$ cat src/core/tsec_defines.svh
// Constants of the two-stage event controller: offsets, field positions and reset values.
`ifndef TSEC_DEFINES_SVH
`define TSEC_DEFINES_SVH

// ****************************************************************
// Register byte offsets
// ****************************************************************
`define TSEC_OFS_LATCH   8'h00
`define TSEC_OFS_MASK    8'h04
`define TSEC_OFS_PEND    8'h08
`define TSEC_OFS_CTRL    8'h0C
`define TSEC_OFS_RAISE   8'h10
`define TSEC_OFS_ASSIGN0 8'h20
`define TSEC_OFS_ASSIGN1 8'h24
`define TSEC_OFS_ASSIGN2 8'h28
`define TSEC_OFS_ASSIGN3 8'h2C

// ****************************************************************
// Sizes and field positions
// ****************************************************************
`define TSEC_NUM_SRC     32
`define TSEC_NUM_GP      9
`define TSEC_NUM_ASSIGN  4
`define TSEC_FLD_PER_REG 8
`define TSEC_FLD_W       4
`define TSEC_CTRL_GPEN   0

// ****************************************************************
// Event levels, priority 0 highest
// ****************************************************************
`define TSEC_LVL_EMU     4'h0
`define TSEC_LVL_RST     4'h1
`define TSEC_LVL_NMI     4'h2
`define TSEC_LVL_EXC     4'h3
`define TSEC_LVL_RSVD    4'h4
`define TSEC_LVL_HWE     4'h5
`define TSEC_LVL_TMR     4'h6
`define TSEC_LVL_GP0     4'h7
`define TSEC_GP_BITS     16'hFF80

// ****************************************************************
// Reset values and fixed bit masks
// ****************************************************************
`define TSEC_RST_MASK    16'h0000
`define TSEC_FORCED_MASK 16'h000F
`define TSEC_VALID_BITS  16'hFFEF
`define TSEC_RST_ASSIGN0 32'h00000000
`define TSEC_RST_ASSIGN1 32'h11000000
`define TSEC_RST_ASSIGN2 32'h33332222
`define TSEC_RST_ASSIGN3 32'h44444433
`define TSEC_RST_CTRL    1'h0

// ****************************************************************
// Bus responses
// ****************************************************************
`define TSEC_RESP_OKAY   2'h0
`define TSEC_RESP_SLVERR 2'h2

`endif

$ cat src/core/tsec_pkg.sv
// Types shared by the event controller files.
`include "tsec_defines.svh"

package tsec_pkg;

	typedef enum logic [1:0] {
		TSEC_IDLE  = 2'h0,
		TSEC_OFFER = 2'h1,
		TSEC_SAVE  = 2'h3
	} tsec_fsm_t;

	typedef enum logic [2:0] {
		TSEC_CLS_EMU = 3'h0,
		TSEC_CLS_RST = 3'h1,
		TSEC_CLS_NMI = 3'h2,
		TSEC_CLS_EXC = 3'h3,
		TSEC_CLS_INT = 3'h4
	} tsec_class_t;

	typedef struct packed {
		logic        awvalid;
		logic [7:0]  awaddr;
		logic        wvalid;
		logic [31:0] wdata;
		logic [3:0]  wstrb;
		logic        bready;
		logic        arvalid;
		logic [7:0]  araddr;
		logic        rready;
	} tsec_axi_in_t;

	typedef struct packed {
		logic        awready;
		logic        wready;
		logic        bvalid;
		logic [1:0]  bresp;
		logic        arready;
		logic        rvalid;
		logic [31:0] rdata;
		logic [1:0]  rresp;
	} tsec_axi_out_t;

	typedef struct packed {
		tsec_fsm_t                      fsm;
		logic [`TSEC_NUM_SRC-1:0]       src_s1;
		logic [`TSEC_NUM_SRC-1:0]       src_s2;
		logic                           nmi_s1;
		logic                           nmi_s2;
		logic                           nmi_d;
		logic                           emu_s1;
		logic                           emu_s2;
		logic                           emu_d;
		logic [15:0]                    latch;
		logic [15:0]                    mask;
		logic [15:0]                    pending;
		logic                           gp_en;
		logic [`TSEC_NUM_ASSIGN-1:0][31:0] assign_regs;
		logic [4:0][31:0]               ret_addr;
		logic [3:0]                     disp_level;
		logic                           state_save;
		logic                           proc_reset;
		logic                           resume_valid;
		logic [31:0]                    resume_addr;
		logic                           aw_got;
		logic [7:0]                     awaddr;
		logic                           w_got;
		logic [31:0]                    wdata;
		logic [3:0]                     wstrb;
		logic                           bvalid;
		logic [1:0]                     bresp;
		logic                           rvalid;
		logic [31:0]                    rdata;
		logic [1:0]                     rresp;
	} tsec_state_t;

endpackage : tsec_pkg

$ cat src/core/tsec_top.sv
// Two-stage event controller: core stage, AXI4-Lite registers and sequencer port.
//
// Behaviour
// - Fixed priority, 0 highest: emu, reset, NMI, exception, reserved, hwerr, timer, 7-15.
// - Nesting lets several service routines be active, interrupted only by higher ones.
// - Among competing events the higher priority one is serviced first.
// - Five event classes: emulation, reset, non-maskable, exception, interrupt.
// - Emulation event puts the processor into emulation mode under JTAG control.
// - Reset event puts the whole processor into its reset state.
// - Watchdog expiry or external NMI input raises the non-maskable event.
// - Exceptions are synchronous to program flow, taken before the instruction completes.
// - Interrupts come asynchronously from pins, timers, peripherals and a software raise.
// - Each class has its own return-address register and return-from-event resume.
// - Taking an event saves processor state on the supervisor stack.
// - Peripheral requests enter the system stage and route onto general-purpose levels.
// - Core stage has nine general-purpose levels 7 to 15 besides dedicated events.
// - Default source-to-level mapping after reset; assignment writes change it.
// - Core stage holds 16-bit latch, mask and pending registers.
// - Latch bit sets on event, clears on acceptance; writable only while masked.
// - Set mask bit lets its event be serviced; clear mask bit blocks it, except at levels 0 to 3, which cannot be masked.
// - Pending bit is set while its event is active or nested; hardware updates it. Accepting the reset event clears all pending bits, its own included.
//
// The AXI4-Lite interface to the registers and the register offsets were chosen for this implementation.
`timescale 1ns/1ns
module tsec_top
	import tsec_pkg::*;
(
	// Clock, reset and enable
	input  wire logic        aclk,
	input  wire logic        aresetn,
	input  wire logic        ce,
	// AXI4-Lite register port
	input  wire tsec_axi_in_t  axi_in,
	output tsec_axi_out_t      axi_out,
	// Asynchronous event inputs
	input  wire logic [`TSEC_NUM_SRC-1:0] periph_irq,
	input  wire logic        nmi_pin,
	input  wire logic        emu_req,
	// Same-clock event inputs
	input  wire logic        wdog_fire,
	input  wire logic        reset_req,
	input  wire logic        exc_req,
	input  wire logic        hw_err,
	input  wire logic        timer_irq,
	// Sequencer dispatch
	input  wire logic [31:0] pc_in,
	input  wire logic        disp_ready,
	output logic             disp_valid,
	output logic      [3:0]  disp_level,
	output logic             state_save,
	output logic             proc_reset,
	output logic             emu_mode,
	// Sequencer return from event
	input  wire logic        ret_valid,
	input  wire tsec_class_t ret_class,
	output logic             resume_valid,
	output logic      [31:0] resume_addr
);

	// ****************************************************************
	// State and helpers
	// ****************************************************************
	tsec_state_t st;
	tsec_state_t next_st;
	logic [`TSEC_NUM_GP-1:0] gp_req;

	localparam tsec_state_t RESET_ST = '{
		fsm:         TSEC_IDLE,
		mask:        `TSEC_RST_MASK,
		gp_en:       `TSEC_RST_CTRL,
		assign_regs: {`TSEC_RST_ASSIGN3, `TSEC_RST_ASSIGN2,
		              `TSEC_RST_ASSIGN1, `TSEC_RST_ASSIGN0},
		bresp:       `TSEC_RESP_OKAY,
		rresp:       `TSEC_RESP_OKAY,
		default:     '0
	};

	// Returns {found, index} of the lowest set bit, the highest priority.
	function automatic logic [4:0] first_set(input logic [15:0] v);
		logic [4:0] r;
		r = 5'h00;
		for (int i = 15; i >= 0; i--) begin
			if (v[i]) begin
				r = {1'b1, i[3:0]};
			end
		end
		return r;
	endfunction : first_set

	function automatic tsec_class_t class_of(input logic [3:0] lvl);
		tsec_class_t c;
		case (lvl)
			`TSEC_LVL_EMU: c = TSEC_CLS_EMU;
			`TSEC_LVL_RST: c = TSEC_CLS_RST;
			`TSEC_LVL_NMI: c = TSEC_CLS_NMI;
			`TSEC_LVL_EXC: c = TSEC_CLS_EXC;
			default:       c = TSEC_CLS_INT;
		endcase
		return c;
	endfunction : class_of

	function automatic logic [31:0] merge(input logic [31:0] old, input logic [31:0] wd,
		input logic [3:0] be);
		logic [31:0] r;
		r = old;
		for (int b = 0; b < 4; b++) begin
			if (be[b]) begin
				r[b*8 +: 8] = wd[b*8 +: 8];
			end
		end
		return r;
	endfunction : merge

	// ****************************************************************
	// System stage
	// ****************************************************************
	tsec_sys_stage u_sys (
		.src_req     (st.src_s2),
		.assign_regs (st.assign_regs),
		.gp_req      (gp_req)
	);

	// ****************************************************************
	// Next state
	// ****************************************************************
	always_comb begin
		logic [15:0] emask;
		logic [15:0] ready_ev;
		logic [15:0] set_ev;
		logic [15:0] clr_ev;
		logic [4:0]  best;
		logic [4:0]  top_pend;
		logic        have_aw;
		logic        have_w;
		logic [7:0]  wa;
		logic [31:0] wd;
		logic [3:0]  ws;
		logic [31:0] rd;
		logic        rerr;
		logic        werr;
		emask    = 16'h0000;
		ready_ev = 16'h0000;
		set_ev   = 16'h0000;
		clr_ev   = 16'h0000;
		best     = 5'h00;
		top_pend = 5'h00;
		have_aw  = 1'b0;
		have_w   = 1'b0;
		wa       = 8'h00;
		wd       = 32'h00000000;
		ws       = 4'h0;
		rd       = 32'h00000000;
		rerr     = 1'b0;
		werr     = 1'b0;
		next_st  = st;

		next_st.src_s1       = periph_irq;
		next_st.src_s2       = st.src_s1;
		next_st.nmi_s1       = nmi_pin;
		next_st.nmi_s2       = st.nmi_s1;
		next_st.nmi_d        = st.nmi_s2;
		next_st.emu_s1       = emu_req;
		next_st.emu_s2       = st.emu_s1;
		next_st.emu_d        = st.emu_s2;
		next_st.state_save   = 1'b0;
		next_st.proc_reset   = 1'b0;
		next_st.resume_valid = 1'b0;

		// Event sources into the latch.
		set_ev[`TSEC_LVL_EMU] = st.emu_s2 && !st.emu_d;
		set_ev[`TSEC_LVL_RST] = reset_req;
		set_ev[`TSEC_LVL_NMI] = (st.nmi_s2 && !st.nmi_d) || wdog_fire;
		set_ev[`TSEC_LVL_EXC] = exc_req;
		set_ev[`TSEC_LVL_HWE] = hw_err;
		set_ev[`TSEC_LVL_TMR] = timer_irq;
		set_ev[15:7]          = gp_req;

		// Emulation, reset, NMI and exception cannot be masked.
		emask    = (st.mask | `TSEC_FORCED_MASK) & `TSEC_VALID_BITS;
		ready_ev = st.latch & emask;
		if (!st.gp_en) begin
			ready_ev = ready_ev & ~`TSEC_GP_BITS;
		end
		best     = first_set(ready_ev);
		top_pend = first_set(st.pending);

		// AXI4-Lite write: address and data in either order.
		have_aw = st.aw_got || (axi_in.awvalid && !st.bvalid);
		have_w  = st.w_got || (axi_in.wvalid && !st.bvalid);
		wa      = st.aw_got ? st.awaddr : axi_in.awaddr;
		wd      = st.w_got ? st.wdata : axi_in.wdata;
		ws      = st.w_got ? st.wstrb : axi_in.wstrb;
		if (!st.aw_got && axi_in.awvalid && !st.bvalid) begin
			next_st.aw_got = 1'b1;
			next_st.awaddr = axi_in.awaddr;
		end
		if (!st.w_got && axi_in.wvalid && !st.bvalid) begin
			next_st.w_got = 1'b1;
			next_st.wdata = axi_in.wdata;
			next_st.wstrb = axi_in.wstrb;
		end
		if (have_aw && have_w && !st.bvalid) begin
			next_st.aw_got = 1'b0;
			next_st.w_got  = 1'b0;
			next_st.bvalid = 1'b1;
			case ({wa[7:2], 2'b00})
				`TSEC_OFS_LATCH: begin
					next_st.latch = ((st.latch & emask) |
						(16'(merge(32'(st.latch), wd, ws)) & ~emask)) & `TSEC_VALID_BITS;
				end
				`TSEC_OFS_MASK: begin
					next_st.mask = 16'(merge(32'(st.mask), wd, ws)) & `TSEC_VALID_BITS;
				end
				`TSEC_OFS_PEND: begin
				end
				`TSEC_OFS_CTRL: begin
					next_st.gp_en = ws[0] ? wd[`TSEC_CTRL_GPEN] : st.gp_en;
				end
				`TSEC_OFS_RAISE: begin
					set_ev = set_ev | (16'(merge(32'h00000000, wd, ws)) & `TSEC_GP_BITS);
				end
				`TSEC_OFS_ASSIGN0: next_st.assign_regs[0] = merge(st.assign_regs[0], wd, ws);
				`TSEC_OFS_ASSIGN1: next_st.assign_regs[1] = merge(st.assign_regs[1], wd, ws);
				`TSEC_OFS_ASSIGN2: next_st.assign_regs[2] = merge(st.assign_regs[2], wd, ws);
				`TSEC_OFS_ASSIGN3: next_st.assign_regs[3] = merge(st.assign_regs[3], wd, ws);
				default: werr = 1'b1;
			endcase
			next_st.bresp = werr ? `TSEC_RESP_SLVERR : `TSEC_RESP_OKAY;
		end
		if (st.bvalid && axi_in.bready) begin
			next_st.bvalid = 1'b0;
		end

		// AXI4-Lite read.
		if (axi_in.arvalid && !st.rvalid) begin
			case ({axi_in.araddr[7:2], 2'b00})
				`TSEC_OFS_LATCH:   rd = 32'(st.latch);
				`TSEC_OFS_MASK:    rd = 32'(emask);
				`TSEC_OFS_PEND:    rd = 32'(st.pending);
				`TSEC_OFS_CTRL:    rd = 32'(st.gp_en);
				`TSEC_OFS_RAISE:   rd = 32'h00000000;
				`TSEC_OFS_ASSIGN0: rd = st.assign_regs[0];
				`TSEC_OFS_ASSIGN1: rd = st.assign_regs[1];
				`TSEC_OFS_ASSIGN2: rd = st.assign_regs[2];
				`TSEC_OFS_ASSIGN3: rd = st.assign_regs[3];
				default:           rerr = 1'b1;
			endcase
			next_st.rvalid = 1'b1;
			next_st.rdata  = rd;
			next_st.rresp  = rerr ? `TSEC_RESP_SLVERR : `TSEC_RESP_OKAY;
		end else if (st.rvalid && axi_in.rready) begin
			next_st.rvalid = 1'b0;
		end

		// Dispatch towards the sequencer.
		case (st.fsm)
			TSEC_IDLE: begin
				if (best[4] && (!top_pend[4] || best[3:0] < top_pend[3:0])) begin
					next_st.disp_level = best[3:0];
					next_st.fsm        = TSEC_OFFER;
				end
			end
			TSEC_OFFER: begin
				if (!ready_ev[st.disp_level]) begin
					next_st.fsm = TSEC_IDLE;
				end else if (disp_ready) begin
					clr_ev[st.disp_level]          = 1'b1;
					next_st.pending[st.disp_level] = 1'b1;
					next_st.ret_addr[class_of(st.disp_level)] = pc_in;
					next_st.state_save = 1'b1;
					next_st.fsm        = TSEC_SAVE;
					if (st.disp_level == `TSEC_LVL_RST) begin
						next_st.proc_reset = 1'b1;
						next_st.pending    = 16'h0000;
						next_st.mask       = `TSEC_RST_MASK;
						next_st.gp_en      = `TSEC_RST_CTRL;
					end
				end
			end
			TSEC_SAVE: begin
				next_st.fsm = TSEC_IDLE;
			end
			default: begin
				next_st.fsm = TSEC_IDLE;
			end
		endcase

		// Return from event ends the innermost, highest-priority active event.
		if (ret_valid && top_pend[4]) begin
			next_st.pending[top_pend[3:0]] = 1'b0;
			next_st.resume_addr  = st.ret_addr[ret_class];
			next_st.resume_valid = 1'b1;
		end

		// A new event in the cycle of its clear keeps the bit set.
		next_st.latch = ((next_st.latch & ~clr_ev) | set_ev) & `TSEC_VALID_BITS;
	end

	// ****************************************************************
	// Registers
	// ****************************************************************
	always_ff @(posedge aclk) begin
		if (!aresetn) begin
			st <= RESET_ST;
		end else if (ce) begin
			st <= next_st;
		end
	end

	// ****************************************************************
	// Outputs
	// ****************************************************************
	assign axi_out.awready = !st.aw_got && !st.bvalid;
	assign axi_out.wready  = !st.w_got && !st.bvalid;
	assign axi_out.bvalid  = st.bvalid;
	assign axi_out.bresp   = st.bresp;
	assign axi_out.arready = !st.rvalid;
	assign axi_out.rvalid  = st.rvalid;
	assign axi_out.rdata   = st.rdata;
	assign axi_out.rresp   = st.rresp;

	assign disp_valid   = (st.fsm == TSEC_OFFER);
	assign disp_level   = st.disp_level;
	assign state_save   = st.state_save;
	assign proc_reset   = st.proc_reset;
	assign emu_mode     = st.pending[`TSEC_LVL_EMU];
	assign resume_valid = st.resume_valid;
	assign resume_addr  = st.resume_addr;

endmodule : tsec_top

$ cat src/core/tsec_sys_stage.sv
// System stage: routes peripheral requests onto the general-purpose levels.
`timescale 1ns/1ns
module tsec_sys_stage
	import tsec_pkg::*;
(
	// Synchronised peripheral requests
	input  wire logic [`TSEC_NUM_SRC-1:0]          src_req,
	// Assignment registers, one nibble per source
	input  wire logic [`TSEC_NUM_ASSIGN-1:0][31:0] assign_regs,
	// Requests per general-purpose level
	output logic      [`TSEC_NUM_GP-1:0]           gp_req
);

	logic [`TSEC_NUM_SRC-1:0][`TSEC_FLD_W-1:0] fld;

	assign fld = assign_regs;

	// Each level is the OR of every source whose field names it.
	for (genvar g = 0; g < `TSEC_NUM_GP; g++) begin : g_lvl
		logic [`TSEC_NUM_SRC-1:0] hit;
		for (genvar s = 0; s < `TSEC_NUM_SRC; s++) begin : g_src
			assign hit[s] = src_req[s] && (fld[s] == (`TSEC_FLD_W)'(g));
		end
		assign gp_req[g] = |hit;
	end

endmodule : tsec_sys_stage

$ cat config.mk
export PLATFORM = sky130hd
export DESIGN_NAME = tsec_top
export DESIGN_NICKNAME = d
export VERILOG_FILES = /design/src/core/tsec_pkg.sv /design/src/core/tsec_top.sv /design/src/core/tsec_sys_stage.sv
export VERILOG_INCLUDE_DIRS = /design/src /design/src/core
export SDC_FILE = /design/constraint.sdc
export NUM_CORES = 1
export LEC_CHECK = 0
export BUFFER_PORTS_ARGS = -buffer_cell sky130_fd_sc_hd__buf_2
export CORE_MARGIN = 8
export CORE_UTILIZATION = 35
export DETAILED_ROUTE_END_ITERATION = 12
export PLACE_DENSITY = 0.52
export SETUP_SLACK_MARGIN = 0.1
export SLEW_MARGIN = 25
export SYNTH_ARGS = -nofsm -noshare
export SYNTH_HDL_FRONTEND = slang
export SYNTH_SLANG_ARGS = --single-unit
$ cat constraint.sdc
create_clock -name aclk -period 4.15 [get_ports aclk]
set_input_delay 0.415 -clock aclk [delete_from_list [all_inputs] [get_ports aclk]]
set_output_delay 0.415 -clock aclk [all_outputs]
set_load 0.01 [all_outputs]
==> results.sh <==
export IMPL_status="finished clean"
export IMPL_setup_violations=0
export IMPL_rsz0062_at_grt="no"
export IMPL_cts_root_buf="clkbuf_16"
export IMPL_first_pass_iters=6
export IMPL_cp_buffers_inverters=1
export IMPL_crit_arrival_ps=3920
export IMPL_cts_sinks=522
export IMPL_grt_max_degree=163
export IMPL_netlist_area_sq_um=26700
export IMPL_ioPinCount=218
export IMPL_ys_seq_area_share_pct=39.1
export IMPL_drtAntennaViolNets=0
export IMPL_utilization_pct=40.2
export IMPL_post_drt_wl_per_cell_um=26.9
export IMPL_worstSetupEndpointType="flop"
export IMPL_initial_core_util_pct=35.3
export IMPL_synth_seq_cells=522
export IMPL_post_place_ws_ps=873
export IMPL_whs_ps=34.7
export IMPL_yosys_warnings=0
export IMPL_insertion_delay_ps=660
export IMPL_reg2reg_setup_slack_ps=750
export IMPL_io_buffer_count=211
export IMPL_syn_inst=3048
export IMPL_final_common_cell="nand2_1"
export IMPL_place_hpwl_um=83300
export IMPL_die_y_um=292
export IMPL_crit_fanout=7
export IMPL_path_depth=12
export IMPL_mostFrequentLayoutCells="nand2_1, dfxtp_1, buf_2"
export IMPL_required_ps=4670
export IMPL_die_area_sq_um=85500
export IMPL_ys_flop_type="dfxtp_1"
export IMPL_fmax_ghz=0.294
export IMPL_synth_top_area_share_pct=39.1
export IMPL_crit_start="st[427]$_SDFFE_PN0P_"
export IMPL_vias_per_cell=5.89
export IMPL_die_x_um=292
export IMPL_relSlewSlack_pct=30.3
export IMPL_crit_family="compound AO/OA/AOI/OAI gates"
export IMPL_num_vias=24600
export IMPL_avgSynthCellArea_sq_um=8.77
export IMPL_start_kind="flop"
export IMPL_place_inst=4038
export IMPL_placed_area_sq_um=28300
export IMPL_fin_tns_setup_ps=0
export IMPL_clkTransAtPathRegs_ps=60
export IMPL_hold_viol_final=0
export IMPL_critPathKind="flop to flop"
export IMPL_finalPower_mw=11.3
export IMPL_final_cells=4180
export IMPL_cts_inserted_buffers=60
export IMPL_path_cells="nor2_1 > o31a_1 > o311ai_0 > and2_1 > inv_1 > ha_1 > nand3_1 > a41oi_1 > o211ai_1 > a21oi_1 > a2111oi_4 > o21a_1"
export IMPL_slowest_stage="o311ai_0"
export IMPL_max_stage_delay_ps=470
export IMPL_wl_um=112000
export IMPL_num_rows=101
export IMPL_cts_resized=0
export IMPL_max_cap_violations=0
export IMPL_p_leak_nw=12.2
export IMPL_layout_drive_gt1_share_pct=16.3
export IMPL_gp_congestion=1.00
export IMPL_powerDensity_nw_per_um2=372
export IMPL_drcViolationCount=0
export IMPL_fin_nets=3276
export IMPL_hold_depth=3
export IMPL_skew_ps=73.3
export IMPL_synth_area_leaders="dfxtp_1, nand2_1, mux2i_1"
export IMPL_synthArstFlopShare_pct=0
export IMPL_fin_crit_ps=3400
export IMPL_grt_pass1_vias=23300
export IMPL_ctsHtreeMaxLevel=2
export IMPL_r2r_start="st[427]$_SDFFE_PN0P_"
export IMPL_synth_edf_count=0
export IMPL_setup_worst_path_end="st[530]$_SDFFE_PN0P_"
export IMPL_fin_area_sq_um=30500
export IMPL_overflow=0
export IMPL_ir_worst_vdd_uv=346
export IMPL_synth_top_area_cell="dfxtp_1"
export IMPL_reg2reg_depth=12
export IMPL_worst_pin_slew_ps=1030
export IMPL_yosysUniqueCellTypes=82
export IMPL_slew_viol_final=0
export IMPL_grt_pass1_wl_um=162000
export IMPL_worstHoldPathType="input port to flop"
export IMPL_antenna_found_initial=28
export IMPL_drt_iter0_drc=2700
export IMPL_core_sq_um=75800
export IMPL_area_delta_synth_final_pct=14.1
export IMPL_reg2reg_to="st[530]$_SDFFE_PN0P_"
export IMPL_fin_crit_sh_pct=81.9
export IMPL_fin_ws_ps=750
export IMPL_cts_tree="done"
export IMPL_grt_usage_pct=25.0
export IMPL_cts_path_max_buffers=3
[Yosys cell counts, types with 23 or more instances]
master,number
nand2_1,624
dfxtp_1,522
a21boi_0,169
mux2i_1,162
clkbuf_1,152
nor2b_1,142
o211a_1,135
nor2_1,89
nor3_1,88
a22oi_1,86
buf_4,75
o22ai_1,69
nand2b_1,65
nor4_1,56
o21ai_0,52
mux4_2,51
nand3b_1,43
a21oi_1,36
inv_1,34
nand3_1,33
or3b_2,31
o211ai_1,24
buf_2,23
[per-layer routing]
layer	vias up	share of wire (%)	routed length, um	track usage [%]
met5	-	0.068	76	0
met4	12	2.9	3240	6.94
met3	176	8.0	8940	4.91
met2	1039	44	49700	38.8
met1	12200	45	50300	35.1
li1	11200	-	-	-
[power breakdown]
group          internal, mW  switching (mW)  total, mW
logic                 0.330           0.556      0.887
registers              5.09          0.0899       5.18
clock network          3.02            2.26       5.28
[cell families after synthesis]
| group | share of synthesized area, % |
|---|---|
| and+or+nand+nor | 23.5 |
| AOI/OAI and AO/OA | 20.9 |
| DFF | 39.1 |
| buffers and inverters | 5.47 |
| muxes | 10.8 |
| adders and majority gates | 0.140 |
| other | 0.0140 |
[layout make-up]
| class | count | area [sq um] |
|---|---|---|
| Timing Repair Buffer | 295 | 1780 |
| Fill cell | 7626 | 45300 |
| Clock inverter | 19 | 214 |
| Antenna cell | 15 | 37.5 |
| Multi-Input combinational cell | 2224 | 14900 |
| Tap cell | 978 | 1220 |
| Clock buffer | 93 | 1780 |
| Sequential cell | 522 | 10500 |
| Inverter | 34 | 128 |
[state kept, by name, indices dropped and copies added (netlist names)]
register      flops
resume_addr      32
resume_valid      1
state_save        1
proc_reset        1
st              410
next_st          36
disp_level        4
axi_out          36
emu_mode          1
[worst min path at each step]
stage | from | to | slack, ps
2_1_floorplan | st[224]$_SDFFE_PN0P_ | st[224]$_SDFFE_PN0P_ | 430
3_3_place_gp | st[157]$_SDFFE_PN0P_ | st[157]$_SDFFE_PN0P_ | 440
3_5_place_dp | st[231]$_SDFFE_PN0P_ | st[231]$_SDFFE_PN0P_ | 450
4_1_cts | pc_in[8] | st[227]$_SDFFE_PN0P_ | 0.6
5_1_grt | pc_in[14] | st[233]$_SDFFE_PN0P_ | 10
6_report | periph_irq[2] | next_st[468]$_SDFFE_PN0P_ | 30
[worst min-delay path, delay by kind of cell]
family / cells / cell delay (ps)
multiplexers: 1 / 60
AND/OR/NAND/NOR: 1 / 100
buffers and inverters: 1 / 70
[what timing repair did]
| item | in CTS | in global routing |
|---|---|---|
| setup buffers | 0 | 0 |
| hold buffers | 15 | 0 |
| hold endpoints to repair | 15 | 0 |
(Power assumes the default switching activity.)
